## src/core/frot_pkg.sv

```systemverilog
// Package with the register map, field layout and bus carrier of the overflow timer.
package frot_pkg;

    localparam int FROT_AW = 16;
    localparam int FROT_DW = 16;
    localparam int FROT_CW = 16;
    localparam int FROT_PW = 7;
    localparam int FROT_SW = 3;

    localparam logic [FROT_AW-1:0] FROT_ADDR_MODE = 16'hff80;
    localparam logic [FROT_AW-1:0] FROT_ADDR_CTRL = 16'hff81;
    localparam logic [FROT_AW-1:0] FROT_ADDR_IEN = 16'hff82;
    localparam logic [FROT_AW-1:0] FROT_ADDR_STAT = 16'hff83;
    localparam logic [FROT_AW-1:0] FROT_ADDR_ICLR = 16'hff84;
    localparam logic [FROT_AW-1:0] FROT_ADDR_CNT = 16'hff86;

    localparam int FROT_BIT_RUN = 7;
    localparam int FROT_BIT_OVF = 7;
    localparam int FROT_BIT_OVERFLOW_IRQ_ENABLE = 7;
    localparam int FROT_SEL_LO = 4;
    localparam int FROT_SEL_HI = 6;

    localparam logic FROT_RST_RUN = 1'b0;
    localparam logic [FROT_SW-1:0] FROT_RST_SEL = 3'h0;
    localparam logic FROT_RST_OVERFLOW_IRQ_ENABLE = 1'b0;
    localparam logic FROT_RST_OVF = 1'b0;
    localparam logic [FROT_CW-1:0] FROT_RST_CNT = 16'h0000;
    localparam logic [FROT_PW-1:0] FROT_RST_PRE = 7'h00;
    localparam logic [FROT_DW-1:0] FROT_RD_ZERO = 16'h0000;
    localparam logic [FROT_CW-1:0] FROT_CNT_ONE = 16'h0001;
    localparam logic [FROT_CW-1:0] FROT_CNT_MAX = 16'hffff;
    localparam logic [FROT_PW-1:0] FROT_PRE_ONE = 7'h01;
    localparam logic [FROT_PW:0] FROT_MASK_ONE = 8'h01;

    typedef struct packed {
        logic [FROT_AW-1:0] addr;
        logic [FROT_DW-1:0] wdata;
        logic wr;
        logic rd;
    } frot_bus_req_t;

endpackage

```

## src/core/frot_timer.sv

```systemverilog
// Free-running 16-bit overflow timer with prescaler, register port and interrupt.
// Function
// - Run bit in mode register bit 7 lets counter advance; cleared, counter holds.
// - Control bits 6..4 pick the divider; value 010 divides system clock by four.
// - Interrupt enable bit 7 gates the overflow interrupt request.
// - Status bit 7 is set on counter overflow and holds until cleared; other bits read 0.
// - Counter is a 16-bit up-counter, one step per prescaled tick while running.
module frot_timer
    import frot_pkg::*;
(
    input wire logic clk,
    input wire logic arst_n,
    input wire frot_bus_req_t bus_req,
    output logic [FROT_DW-1:0] rdata,
    output logic irq
);

    // Tick mask for a divide-by-two-to-the-sel prescaler.
    function automatic logic [FROT_PW-1:0] frot_div_mask(input logic [FROT_SW-1:0] sel);
        logic [FROT_PW:0] full;
        full = (FROT_MASK_ONE << sel) - FROT_MASK_ONE;
        return full[FROT_PW-1:0];
    endfunction

    // Address match of a strobed access.
    function automatic logic frot_hit(input logic [FROT_AW-1:0] a, input logic [FROT_AW-1:0] r);
        return a == r;
    endfunction

    logic run_reg;
    logic run_next;
    logic [FROT_SW-1:0] sel_reg;
    logic [FROT_SW-1:0] sel_next;
    logic overflow_irq_enable_reg;
    logic overflow_irq_enable_next;
    logic ovf_reg;
    logic ovf_next;
    logic [FROT_CW-1:0] cnt_reg;
    logic [FROT_CW-1:0] cnt_next;
    logic [FROT_PW-1:0] pre_reg;
    logic [FROT_PW-1:0] pre_next;
    logic [FROT_DW-1:0] rdata_reg;
    logic [FROT_DW-1:0] rdata_next;
    logic irq_reg;
    logic irq_next;

    wire logic wr_mode;
    wire logic wr_ctrl;
    wire logic wr_ien;
    wire logic wr_stat;
    wire logic wr_iclr;
    wire logic wr_cnt;
    wire logic [FROT_PW-1:0] div_mask;
    wire logic tick;
    wire logic step;
    wire logic wrap;
    wire logic ovf_clear;
    wire logic [FROT_DW-1:0] mode_view;
    wire logic [FROT_DW-1:0] ctrl_view;
    wire logic [FROT_DW-1:0] ien_view;
    wire logic [FROT_DW-1:0] stat_view;
    wire logic [FROT_DW-1:0] rd_sel;

    // Register write decode.
    assign wr_mode = bus_req.wr && frot_hit(bus_req.addr, FROT_ADDR_MODE);
    assign wr_ctrl = bus_req.wr && frot_hit(bus_req.addr, FROT_ADDR_CTRL);
    assign wr_ien = bus_req.wr && frot_hit(bus_req.addr, FROT_ADDR_IEN);
    assign wr_stat = bus_req.wr && frot_hit(bus_req.addr, FROT_ADDR_STAT);
    assign wr_iclr = bus_req.wr && frot_hit(bus_req.addr, FROT_ADDR_ICLR);
    assign wr_cnt = bus_req.wr && frot_hit(bus_req.addr, FROT_ADDR_CNT);

    assign run_next = wr_mode ? bus_req.wdata[FROT_BIT_RUN] : run_reg;
    assign sel_next = wr_ctrl ? bus_req.wdata[FROT_SEL_HI:FROT_SEL_LO] : sel_reg;
    assign overflow_irq_enable_next = wr_ien ? bus_req.wdata[FROT_BIT_OVERFLOW_IRQ_ENABLE] : overflow_irq_enable_reg;

    // The prescaler runs only while counting and holds its value when stopped, so a restart resumes the partial period.
    assign div_mask = frot_div_mask(sel_reg);
    assign tick = (pre_reg & div_mask) == div_mask;
    assign step = run_reg && tick;
    assign pre_next = run_reg ? pre_reg + FROT_PRE_ONE : pre_reg;

    // A software write to the counter wins over a step in the same cycle.
    assign wrap = step && !wr_cnt && (cnt_reg == FROT_CNT_MAX);
    assign cnt_next = wr_cnt ? bus_req.wdata[FROT_CW-1:0] :
                      step ? cnt_reg + FROT_CNT_ONE : cnt_reg;

    // Clear by writing 0 to the status flag, or 1 to the clear register; a wrap wins.
    assign ovf_clear = (wr_stat && !bus_req.wdata[FROT_BIT_OVF]) ||
                       (wr_iclr && bus_req.wdata[FROT_BIT_OVF]);
    assign ovf_next = wrap || (ovf_reg && !ovf_clear);

    assign irq_next = ovf_next && overflow_irq_enable_next;

    // Read view of each register; unused bits read as zero.
    assign mode_view = FROT_RD_ZERO | (FROT_DW'(run_reg) << FROT_BIT_RUN);
    assign ctrl_view = FROT_RD_ZERO | (FROT_DW'(sel_reg) << FROT_SEL_LO);
    assign ien_view = FROT_RD_ZERO | (FROT_DW'(overflow_irq_enable_reg) << FROT_BIT_OVERFLOW_IRQ_ENABLE);
    assign stat_view = FROT_RD_ZERO | (FROT_DW'(ovf_reg) << FROT_BIT_OVF);

    assign rd_sel = !bus_req.rd ? FROT_RD_ZERO :
                    frot_hit(bus_req.addr, FROT_ADDR_MODE) ? mode_view :
                    frot_hit(bus_req.addr, FROT_ADDR_CTRL) ? ctrl_view :
                    frot_hit(bus_req.addr, FROT_ADDR_IEN) ? ien_view :
                    frot_hit(bus_req.addr, FROT_ADDR_STAT) ? stat_view :
                    frot_hit(bus_req.addr, FROT_ADDR_CNT) ? cnt_reg :
                    FROT_RD_ZERO;
    assign rdata_next = rd_sel;

    always_ff @(posedge clk or negedge arst_n) begin
        if (!arst_n) begin
            run_reg <= FROT_RST_RUN;
            sel_reg <= FROT_RST_SEL;
            overflow_irq_enable_reg <= FROT_RST_OVERFLOW_IRQ_ENABLE;
        end else begin
            run_reg <= run_next;
            sel_reg <= sel_next;
            overflow_irq_enable_reg <= overflow_irq_enable_next;
        end
    end

    always_ff @(posedge clk or negedge arst_n) begin
        if (!arst_n) begin
            cnt_reg <= FROT_RST_CNT;
            pre_reg <= FROT_RST_PRE;
            ovf_reg <= FROT_RST_OVF;
        end else begin
            cnt_reg <= cnt_next;
            pre_reg <= pre_next;
            ovf_reg <= ovf_next;
        end
    end

    always_ff @(posedge clk or negedge arst_n) begin
        if (!arst_n) begin
            rdata_reg <= FROT_RD_ZERO;
            irq_reg <= 1'b0;
        end else begin
            rdata_reg <= rdata_next;
            irq_reg <= irq_next;
        end
    end

    assign rdata = rdata_reg;
    assign irq = irq_reg;

endmodule // frot_timer

```

## config.mk

```make
export PLATFORM = sky130hd
export DESIGN_NAME = frot_timer
export DESIGN_NICKNAME = d
export VERILOG_FILES = /design/src/core/frot_pkg.sv /design/src/core/frot_timer.sv
export SDC_FILE = /design/constraint.sdc
export NUM_CORES = 1
export LEC_CHECK = 0
export ABC_AREA = 1
export BUFFER_PORTS_ARGS = -buffer_cell sky130_fd_sc_hd__buf_2
export CORE_MARGIN = 2
export CORE_UTILIZATION = 51
export DETAILED_ROUTE_END_ITERATION = 8
export GPL_TIMING_DRIVEN = 0
export MAX_ROUTING_LAYER = met4
export PLACE_DENSITY_LB_ADDON = 0.15
export SYNTH_ARGS = -nofsm -noshare
export SYNTH_HDL_FRONTEND = slang
export SYNTH_SLANG_ARGS = --single-unit
```

## constraint.sdc

```tcl
create_clock -name clk -period 2.2 [get_ports clk]
set_input_delay 0.44 -clock clk [delete_from_list [all_inputs] [get_ports clk]]
set_output_delay 0.44 -clock clk [all_outputs]
set_load 0.05 [all_outputs]
```

# == Word-level counts from Yosys, hierarchy flattened ==
# Cells that the tools add are included.
# word_totals
ff_bits,46
input_bits,36
word_cells,49
out_inout_bits,17
# op_classes
n_reduce_logical,19
shift,1
n_bitwise,1
n_mux,9
n_eq_ne,8
addsub,3
# op_table
op,count
$mux 16,8
$eq 16x16->1 const B,7
$add 16x1->16 const B,1
$logic_and 1x1->1,13
$add 7x1->7 const B,1
$and 7x7->7,1
$eq 7x7->1,1
$shl 1x3->7 const A,1
$sub 7x1->7 const B,1
$logic_not 1->1,3
$logic_or 1x1->1,2
$reduce_bool 2->1,1
$mux 1,1

# == Depth between registers and ports, before layout ==
# Gate-level depths: netlist of run 1.
# depth
depth_word,9
ltp_mapped,16
mapped_depth_nobuf,14

# == Least setup slack after synthesis of run 1 ==
# OpenSTA, ideal clock, no wires.
# synth_path
kind,flip-flop to flip-flop
startpoint,register sel_reg[1]
endpoint,register cnt_reg[3]
synth_period_minus_slack_ps,1882
stages_incl_launch_ff,16
setup_ps,120
t_arrival_ps,1762
setup_slack_ps,318
t_required_ps,2080
n_path_buf,2
cell_sequence,dfrtp_1 -> buf_6 -> nor2_2 -> nand2_2 -> ha_1 -> inv_1 -> nand2_1 -> nand2_1 -> inv_1 -> nand2_1 -> nand2_2 -> nor2_8 -> nand2_8 -> nand2_8 -> buf_12 -> o21ai_2
# synth_via
elab_chain_len,6
# synth_rtl
item,line_no,source
start: declaration,frot_timer.sv:32,logic [FROT_SW-1:0] sel_reg;
start signal: assignment,frot_timer.sv:116,sel_reg <= sel_next;
$shl 1x3->7 *,frot_timer.sv:21,full = (FROT_MASK_ONE << sel) - FROT_MASK_ONE;
$sub 7x1->7 *,frot_timer.sv:21,
$and 7x7->7,frot_timer.sv:78,assign tick = (pre_reg & div_mask) == div_mask;
$eq 7x7->1 *,frot_timer.sv:78,
$logic_and 1x1->1 *,frot_timer.sv:79,assign step = run_reg && tick;
$reduce_bool 2->1 (no source line) *,-,
end signal: assignment,frot_timer.sv:127,cnt_reg <= cnt_next;
end: declaration,frot_timer.sv:38,logic [FROT_CW-1:0] cnt_reg;
# Mark *: on every way between the ends. The rest lies on a longest branch, timed or not.
# A chain may end at the register's enable or synchronous reset.

# == Worst setup path in the final report of run 1 ==
# layout_path
startpoint,register sel_reg[1]
endpoint,register cnt_reg[4]
# The elaborated chain is that of the path after synthesis.

==> out/qor.yml, run 1 <==
synth:
  synth_top_area_share: 0.412
  syn-num-nets: 393
  ys_warn_count: 0
  synth_cell_types: 36
  synth-seq-cells: 46
  synth_area_leaders: "dfrtp_1, nand2_1, nand3_1"
  syn_inst: 354
  ys_seq_area_frac: 0.412
  syn_area_um2: 2800
  synth_area_leader_cell: "dfrtp_1"
  syn_avg_cell_area_um2: 7.90
power_and_ir_drop:
  leakagePower_uw: 0.00167
  ir_worst_vdd_v: 0.000304
  p_per_area_nw_per_um2: 684
  total_power_uw: 2220
sta:
  setup_tns_ns: 0
  fin_crit_sh: 0.914
  fmax_ghz: 0.497
  slew_violations: 0
  relSlewSlack: 0.327
  final-hold-violation-count: 0
  setup_viol: 0
  finClkSkew_ns: 0.00956
  whs_ns: 0.296
  rsz0062_at_grt: "no"
  tightest_slew_ns: 1.01
  post-route-min-period_ns: 2.01
routing:
  num_vias: 2424
  antenna_left: 0
  first_pass_iters: 4
  drcViolationCount: 0
  drt-initial-drc-count: 95
  routed_wl_um: 6110
  wire_per_inst_um: 12.6
  vias_per_cell: 5.00
hold_path:
  worst_hold_path_type: "input port to asynchronous set/reset pin"
clock_network:
  insertion_delay_ns: 0.31
  clock-root-buffer: "clkbuf_8"
  numCtsBuffers: 5
  cts_max_level: 2
  cts_sinks: 46
  cts_tree: "built"
  clkTransAtPathRegs_ns: 0.09
  cts_hold_buffers: 0
  clk_path_buf_depth: 2
global_route:
  grt_pass1_wl_um: 10700
  grt_pass1_vias: 2325
  antenna_found_initial: 0
  track_usage: 0.229
  overflow: 0
  grt_max_degree: 47
run_status:
  outcome: "finished, final reports clean"
floorplanning:
  die_w_um: 78.1
  rows: 26
  die-area_um2: 6090
  io_pins: 53
  core-area_um2: 5200
  dieHeight_um: 78.1
  start_util: 0.537
flow_run:
  drv_cap: 0
worst_setup_path:
  worstRegToRegCells: 16
  crit_path_start_kind: "flop"
  cp.required_ns: 2.45
  end_kind: "flop"
  reg2reg_from: "sel_reg[1]$_DFFE_PN0P_"
  cp_num_buf_inv: 4
  reg2reg_to: "cnt_reg[4]$_DFFE_PN0P_"
  r2r_slack_ns: 0.19
  endpoint: "cnt_reg[4]$_DFFE_PN0P_"
  slowest_stage: "dfrtp_1"
  startpoint: "sel_reg[1]$_DFFE_PN0P_"
  cp_top_family: "simple AND/OR/NAND/NOR gates"
  crit_path_max_incr_delay_ns: 0.38
  path_cells: "buf_6 > nor2_2 > nand2_2 > ha_2 > inv_1 > nand2_1 > nand2_1 > inv_1 > nand2_1 > nand2_2 > nor2_8 > nand2_8 > nand2_8 > buf_12 > nand2_2 > nand2_2"
  crit_cells: 16
  cpMostUsedCell: "nand2_2"
  critical_path_class: "flop to flop"
  critPathMaxFanout: 10
  arrival_ns: 2.26
place:
  gp_congestion: 0.917
  detailed_place_hpwl_um: 4700
  numPortBuffers: 52
final_layout:
  diodes: 0
  nNetsFinal: 453
  synthToLayoutAreaGrowth_pct: 16.1
  final_layout_size_suffix_gt1_frac: 0.253
[worst reg2reg max path: stages (launching register included)]
cell	delay (ns)
dfrtp_1	0.38
buf_6	0.14
nor2_2	0.14
nand2_2	0.08
ha_2	0.22
inv_1	0.07
nand2_1	0.07
nand2_1	0.06
inv_1	0.03
nand2_1	0.06
nand2_2	0.09
nor2_8	0.15
nand2_8	0.10
nand2_8	0.11
buf_12	0.15
nand2_2	0.06
nand2_2	0.05
[routing by layer]
| metal | share of wire | GRT usage | wire (µm) | up-vias |
|---|---|---|---|---|
| met3 | 0.045 | 0.0333 | 275 | 10 |
| li1 | - | - | - | 1269 |
| met5 | 0 | - | 0 | - |
| met2 | 0.46 | 0.361 | 2830 | 63 |
| met4 | 0.020 | 0.0825 | 125 | 0 |
| met1 | 0.47 | 0.303 | 2880 | 1082 |
[repair_timing]
action / 4_1_cts / 5_1_grt
endpoints found under the setup margin: 0 / 10
resized for setup: 0 / 1
buffers inserted: 0 / 1
[kinds of logic after synthesis]
group / synth area share
AO/OA/AOI/OAI: 0.0886
flip-flops: 0.412
XOR/XNOR: 0.0438
AND/OR/NAND/NOR: 0.357
buffers and inverters: 0.0855
adder cells (fa/ha/maj): 0.0134
[cell usage in the layout, fill, tap and decap left out, drive strengths merged]
| master | instances |
|---|---|
| nand3 | 37 |
| o21bai | 1 |
| inv | 49 |
| clkinvlp | 2 |
| xnor2 | 2 |
| nor3 | 11 |
| nand3b | 1 |
| clkinv | 1 |
| xor2 | 12 |
| a31oi | 1 |
| o21ai | 34 |
| buf | 58 |
| clkbuf | 6 |
| or2 | 1 |
| ha | 3 |
| nor4 | 1 |
| dfrtp | 46 |
| a21oi | 6 |
| nand4 | 14 |
| nor2 | 37 |
| nand2 | 92 |
[where the power goes]
part | internal [µW] | switching, µW | total [µW]
clock | 227 | 313 | 540
combinational | 247 | 343 | 591
sequential | 961 | 130 | 1090
total | 1440 | 786 | 2220
[stage by stage]
stage	utilization	worst slack, ns	std cells	cell area [µm²]
final	0.624	0.189	485	3250
after global routing	0.624	0.0208	485	3250
after CTS	0.622	0.103	484	3240
after detailed placement	0.604	0.124	476	3140
after global placement	0.604	0.162	476	3140
after floorplan	-	0.318	354	2800
[area by class of cell]
class | instances | area, µm²
Buffer | 6 | 55.1
Clock buffer | 5 | 68.8
Clock inverter | 3 | 23.8
Fill cell | 483 | 1960
Inverter | 49 | 184
Multi-Input combinational cell | 253 | 1410
Sequential cell | 46 | 1150
Tap cell | 70 | 87.6
Timing Repair Buffer | 53 | 268
[cells in the mapped netlist (all sizes together)]
| library cell | instances |
|---|---|
| a21oi | 6 |
| a31oi | 1 |
| buf | 5 |
| clkbuf | 1 |
| clkinv | 1 |
| dfrtp | 46 |
| ha | 3 |
| inv | 48 |
| nand2 | 92 |
| nand3 | 37 |
| nand3b | 1 |
| nand4 | 14 |
| nor2 | 37 |
| nor3 | 11 |
| nor4 | 1 |
| o21ai | 34 |
| o21bai | 1 |
| or2 | 1 |
| xnor2 | 2 |
| xor2 | 12 |
[worst min-delay path by stage]
stage                      startpoint                endpoint  slack, ns  depth (start not counted)
3_5_place_dp   pre_reg[0]$_DFFE_PN0P_  pre_reg[0]$_DFFE_PN0P_       0.49                          1
4_1_cts                        arst_n  pre_reg[5]$_DFFE_PN0P_       0.34                          1
2_1_floorplan                  arst_n  cnt_reg[0]$_DFFE_PN0P_       0.14                          0
6_report                       arst_n  pre_reg[4]$_DFFE_PN0P_       0.30                          1
3_3_place_gp   pre_reg[0]$_DFFE_PN0P_  pre_reg[0]$_DFFE_PN0P_       0.49                          1
5_1_grt                        arst_n  sel_reg[1]$_DFFE_PN0P_       0.40                          1
Note: power is estimated with default switching activity, not from simulation.
==> run 2: changes to the inputs <==
--- a/config.mk
+++ b/config.mk
@@ -7,8 +7,8 @@
 export LEC_CHECK = 0
 export ABC_AREA = 1
 export BUFFER_PORTS_ARGS = -buffer_cell sky130_fd_sc_hd__buf_2
-export CORE_MARGIN = 2
 export CORE_UTILIZATION = 51
+export CTS_CLUSTER_SIZE = 30
 export DETAILED_ROUTE_END_ITERATION = 8
 export GPL_TIMING_DRIVEN = 0
 export MAX_ROUTING_LAYER = met4
==> out/qor.yml, run 2 (synthesis results as in run 1) <==
power_and_ir_drop:
  p_seq_frac: 0.493
  combPwrFrac: 0.266
  clkPwrFrac: 0.241
  power_switching_uw: 775
  p_per_area_nw_per_um2: 683
  intPower_uw: 1440
  ir_worst_vdd_v: 0.000381
  switching_share: 0.350
  leakagePower_uw: 0.00167
routing:
  drt-initial-drc-count: 114
  antenna_left: 0
  drcViolationCount: 0
  first_pass_iters: 4
  wire_per_inst_um: 12.2
  routed_wl_um: 5920
  num_vias: 2490
  vias_per_cell: 5.14
clock_network:
  cts_resized: 0
  numCtsBuffers: 5
  cts_sinks: 46
  clk_path_buf_depth: 2
  post_cts_buffers: 0
  clock-root-buffer: "clkbuf_8"
  cts_max_level: 2
  insertion_delay_ns: 0.31
  clkTransAtPathRegs_ns: 0.09
  cts_tree: "built"
  cts_hold_buffers: 0
final_layout:
  final_cell_mix: "nand2_1, buf_2, inv_1, dfrtp_1, nand3_1"
  instances_no_fill: 484
  fin_area_um2: 3240
  diodes: 0
  nFillCells: 492
  final_layout_size_suffix_gt1_frac: 0.251
  nNetsFinal: 452
  synthToLayoutAreaGrowth_pct: 15.8
  final_core_util: 0.622
  mostFrequentLayoutCell: "nand2_1"
place:
  detailed_place_hpwl_um: 4530
  gp_congestion: 0.932
  dp_cells: 476
  numPortBuffers: 52
  place_area_um2: 3140
global_route:
  track_usage: 0.228
  grt_pass1_vias: 2308
  grt_max_degree: 47
  overflow: 0
  grt_pass1_wl_um: 10200
  antenna_found_initial: 0
floorplanning:
  start_util: 0.537
  io_pins: 53
  rows: 26
  dieHeight_um: 76.1
  core-area_um2: 5200
  die-area_um2: 5780
  die_w_um: 76.1
worst_setup_path:
  slowest_stage: "dfrtp_1"
  critPathMaxFanout: 10
  arrival_ns: 2.27
  path_cells: "buf_6 > nor2_2 > nand2_2 > ha_2 > inv_1 > nand2_1 > nand2_1 > inv_1 > nand2_1 > nand2_2 > nor2_8 > nand2_8 > nand2_8 > buf_12 > nand2_2 > nand2_2"
  crit_path_start_kind: "flop"
  end_kind: "flop"
  crit_path_max_incr_delay_ns: 0.38
  cp_num_buf_inv: 4
  critical_path_class: "flop to flop"
  cp_top_family: "simple AND/OR/NAND/NOR gates"
  cpMostUsedCell: "nand2_2"
  cp.required_ns: 2.45
sta:
  whs_ns: 0.297
  tightest_slew_ns: 1.02
  post-route-min-period_ns: 2.03
  slew_violations: 0
  final-hold-violation-count: 0
  rsz0062_at_grt: "no"
  relSlewSlack: 0.318
  finClkSkew_ns: 0.00825
  fmax_ghz: 0.493
  fin_crit_sh: 0.922
  setup_viol: 0
  setup_tns_ns: 0
run_status:
  outcome: "finished, final reports clean"
flow_run:
  drv_cap: 0
hold_path:
  worst_hold_path_type: "input port to asynchronous set/reset pin"
==> run 2: final cells by class <==
cell class,instances,area [µm²],share of cell area
well taps,70,87.6,0.0270
flip-flops and latches,46,1150,0.355
plain buffers,6,55.1,0.0170
multi-input cells,253,1410,0.435
clock inverters,3,23.8,0.00734
inverters,49,184,0.0568
clock buffers,5,68.8,0.0212
repair buffers,52,260,0.0803
==> run 2: path summary, 6_finish.rpt <==
kind	endpoint	cells after the start	slack [ns]	from
max reg2reg	cnt_reg[6]$_DFFE_PN0P_	16	0.17	sel_reg[1]$_DFFE_PN0P_
min reg2reg	pre_reg[0]$_DFFE_PN0P_	1	0.50	pre_reg[0]$_DFFE_PN0P_
min in group clk	cnt_reg[14]$_DFFE_PN0P_	3	0.39	bus_req[16]
min	pre_reg[3]$_DFFE_PN0P_	1	0.30	arst_n
max	cnt_reg[6]$_DFFE_PN0P_	16	0.17	sel_reg[1]$_DFFE_PN0P_
max in group asynchronous	pre_reg[1]$_DFFE_PN0P_	1	1.26	arst_n
==> run 2: per-stage QoR <==
stage	setup slack, ns	total power [µW]
detailed placement	0.104	1690
global route	0.00778	2350
floorplan	0.318	1540
CTS	0.0937	2230
global placement	0.151	1670
finish	0.171	2210
==> run 2: worst register-to-register path, delay by kind of cell, from the launching register on <==
kind / cells / cell delay (ns)
and+or+nand+nor: 11 / 0.98
adders and majority gates: 1 / 0.22
DFF: 1 / 0.38
buffers and inverters: 4 / 0.39
==> run 2: routing by layer <==
metal | up-vias | global-route usage | wire [µm]
met5 | - | - | 0
met4 | 0 | 0.0712 | 85
met3 | 8 | 0.0395 | 277
met2 | 61 | 0.365 | 2770
met1 | 1153 | 0.298 | 2780
li1 | 1268 | - | -
==> run 2: power groups by stage <==
stage          clock network (µW)  registers, µW  logic [µW]
3_3_place_gp                    0           1100         568
4_1_cts                       552           1090         589
6_report                      534           1090         588
2_1_floorplan                   0           1070         470
5_1_grt                       575           1110         671
3_5_place_dp                    0           1100         586
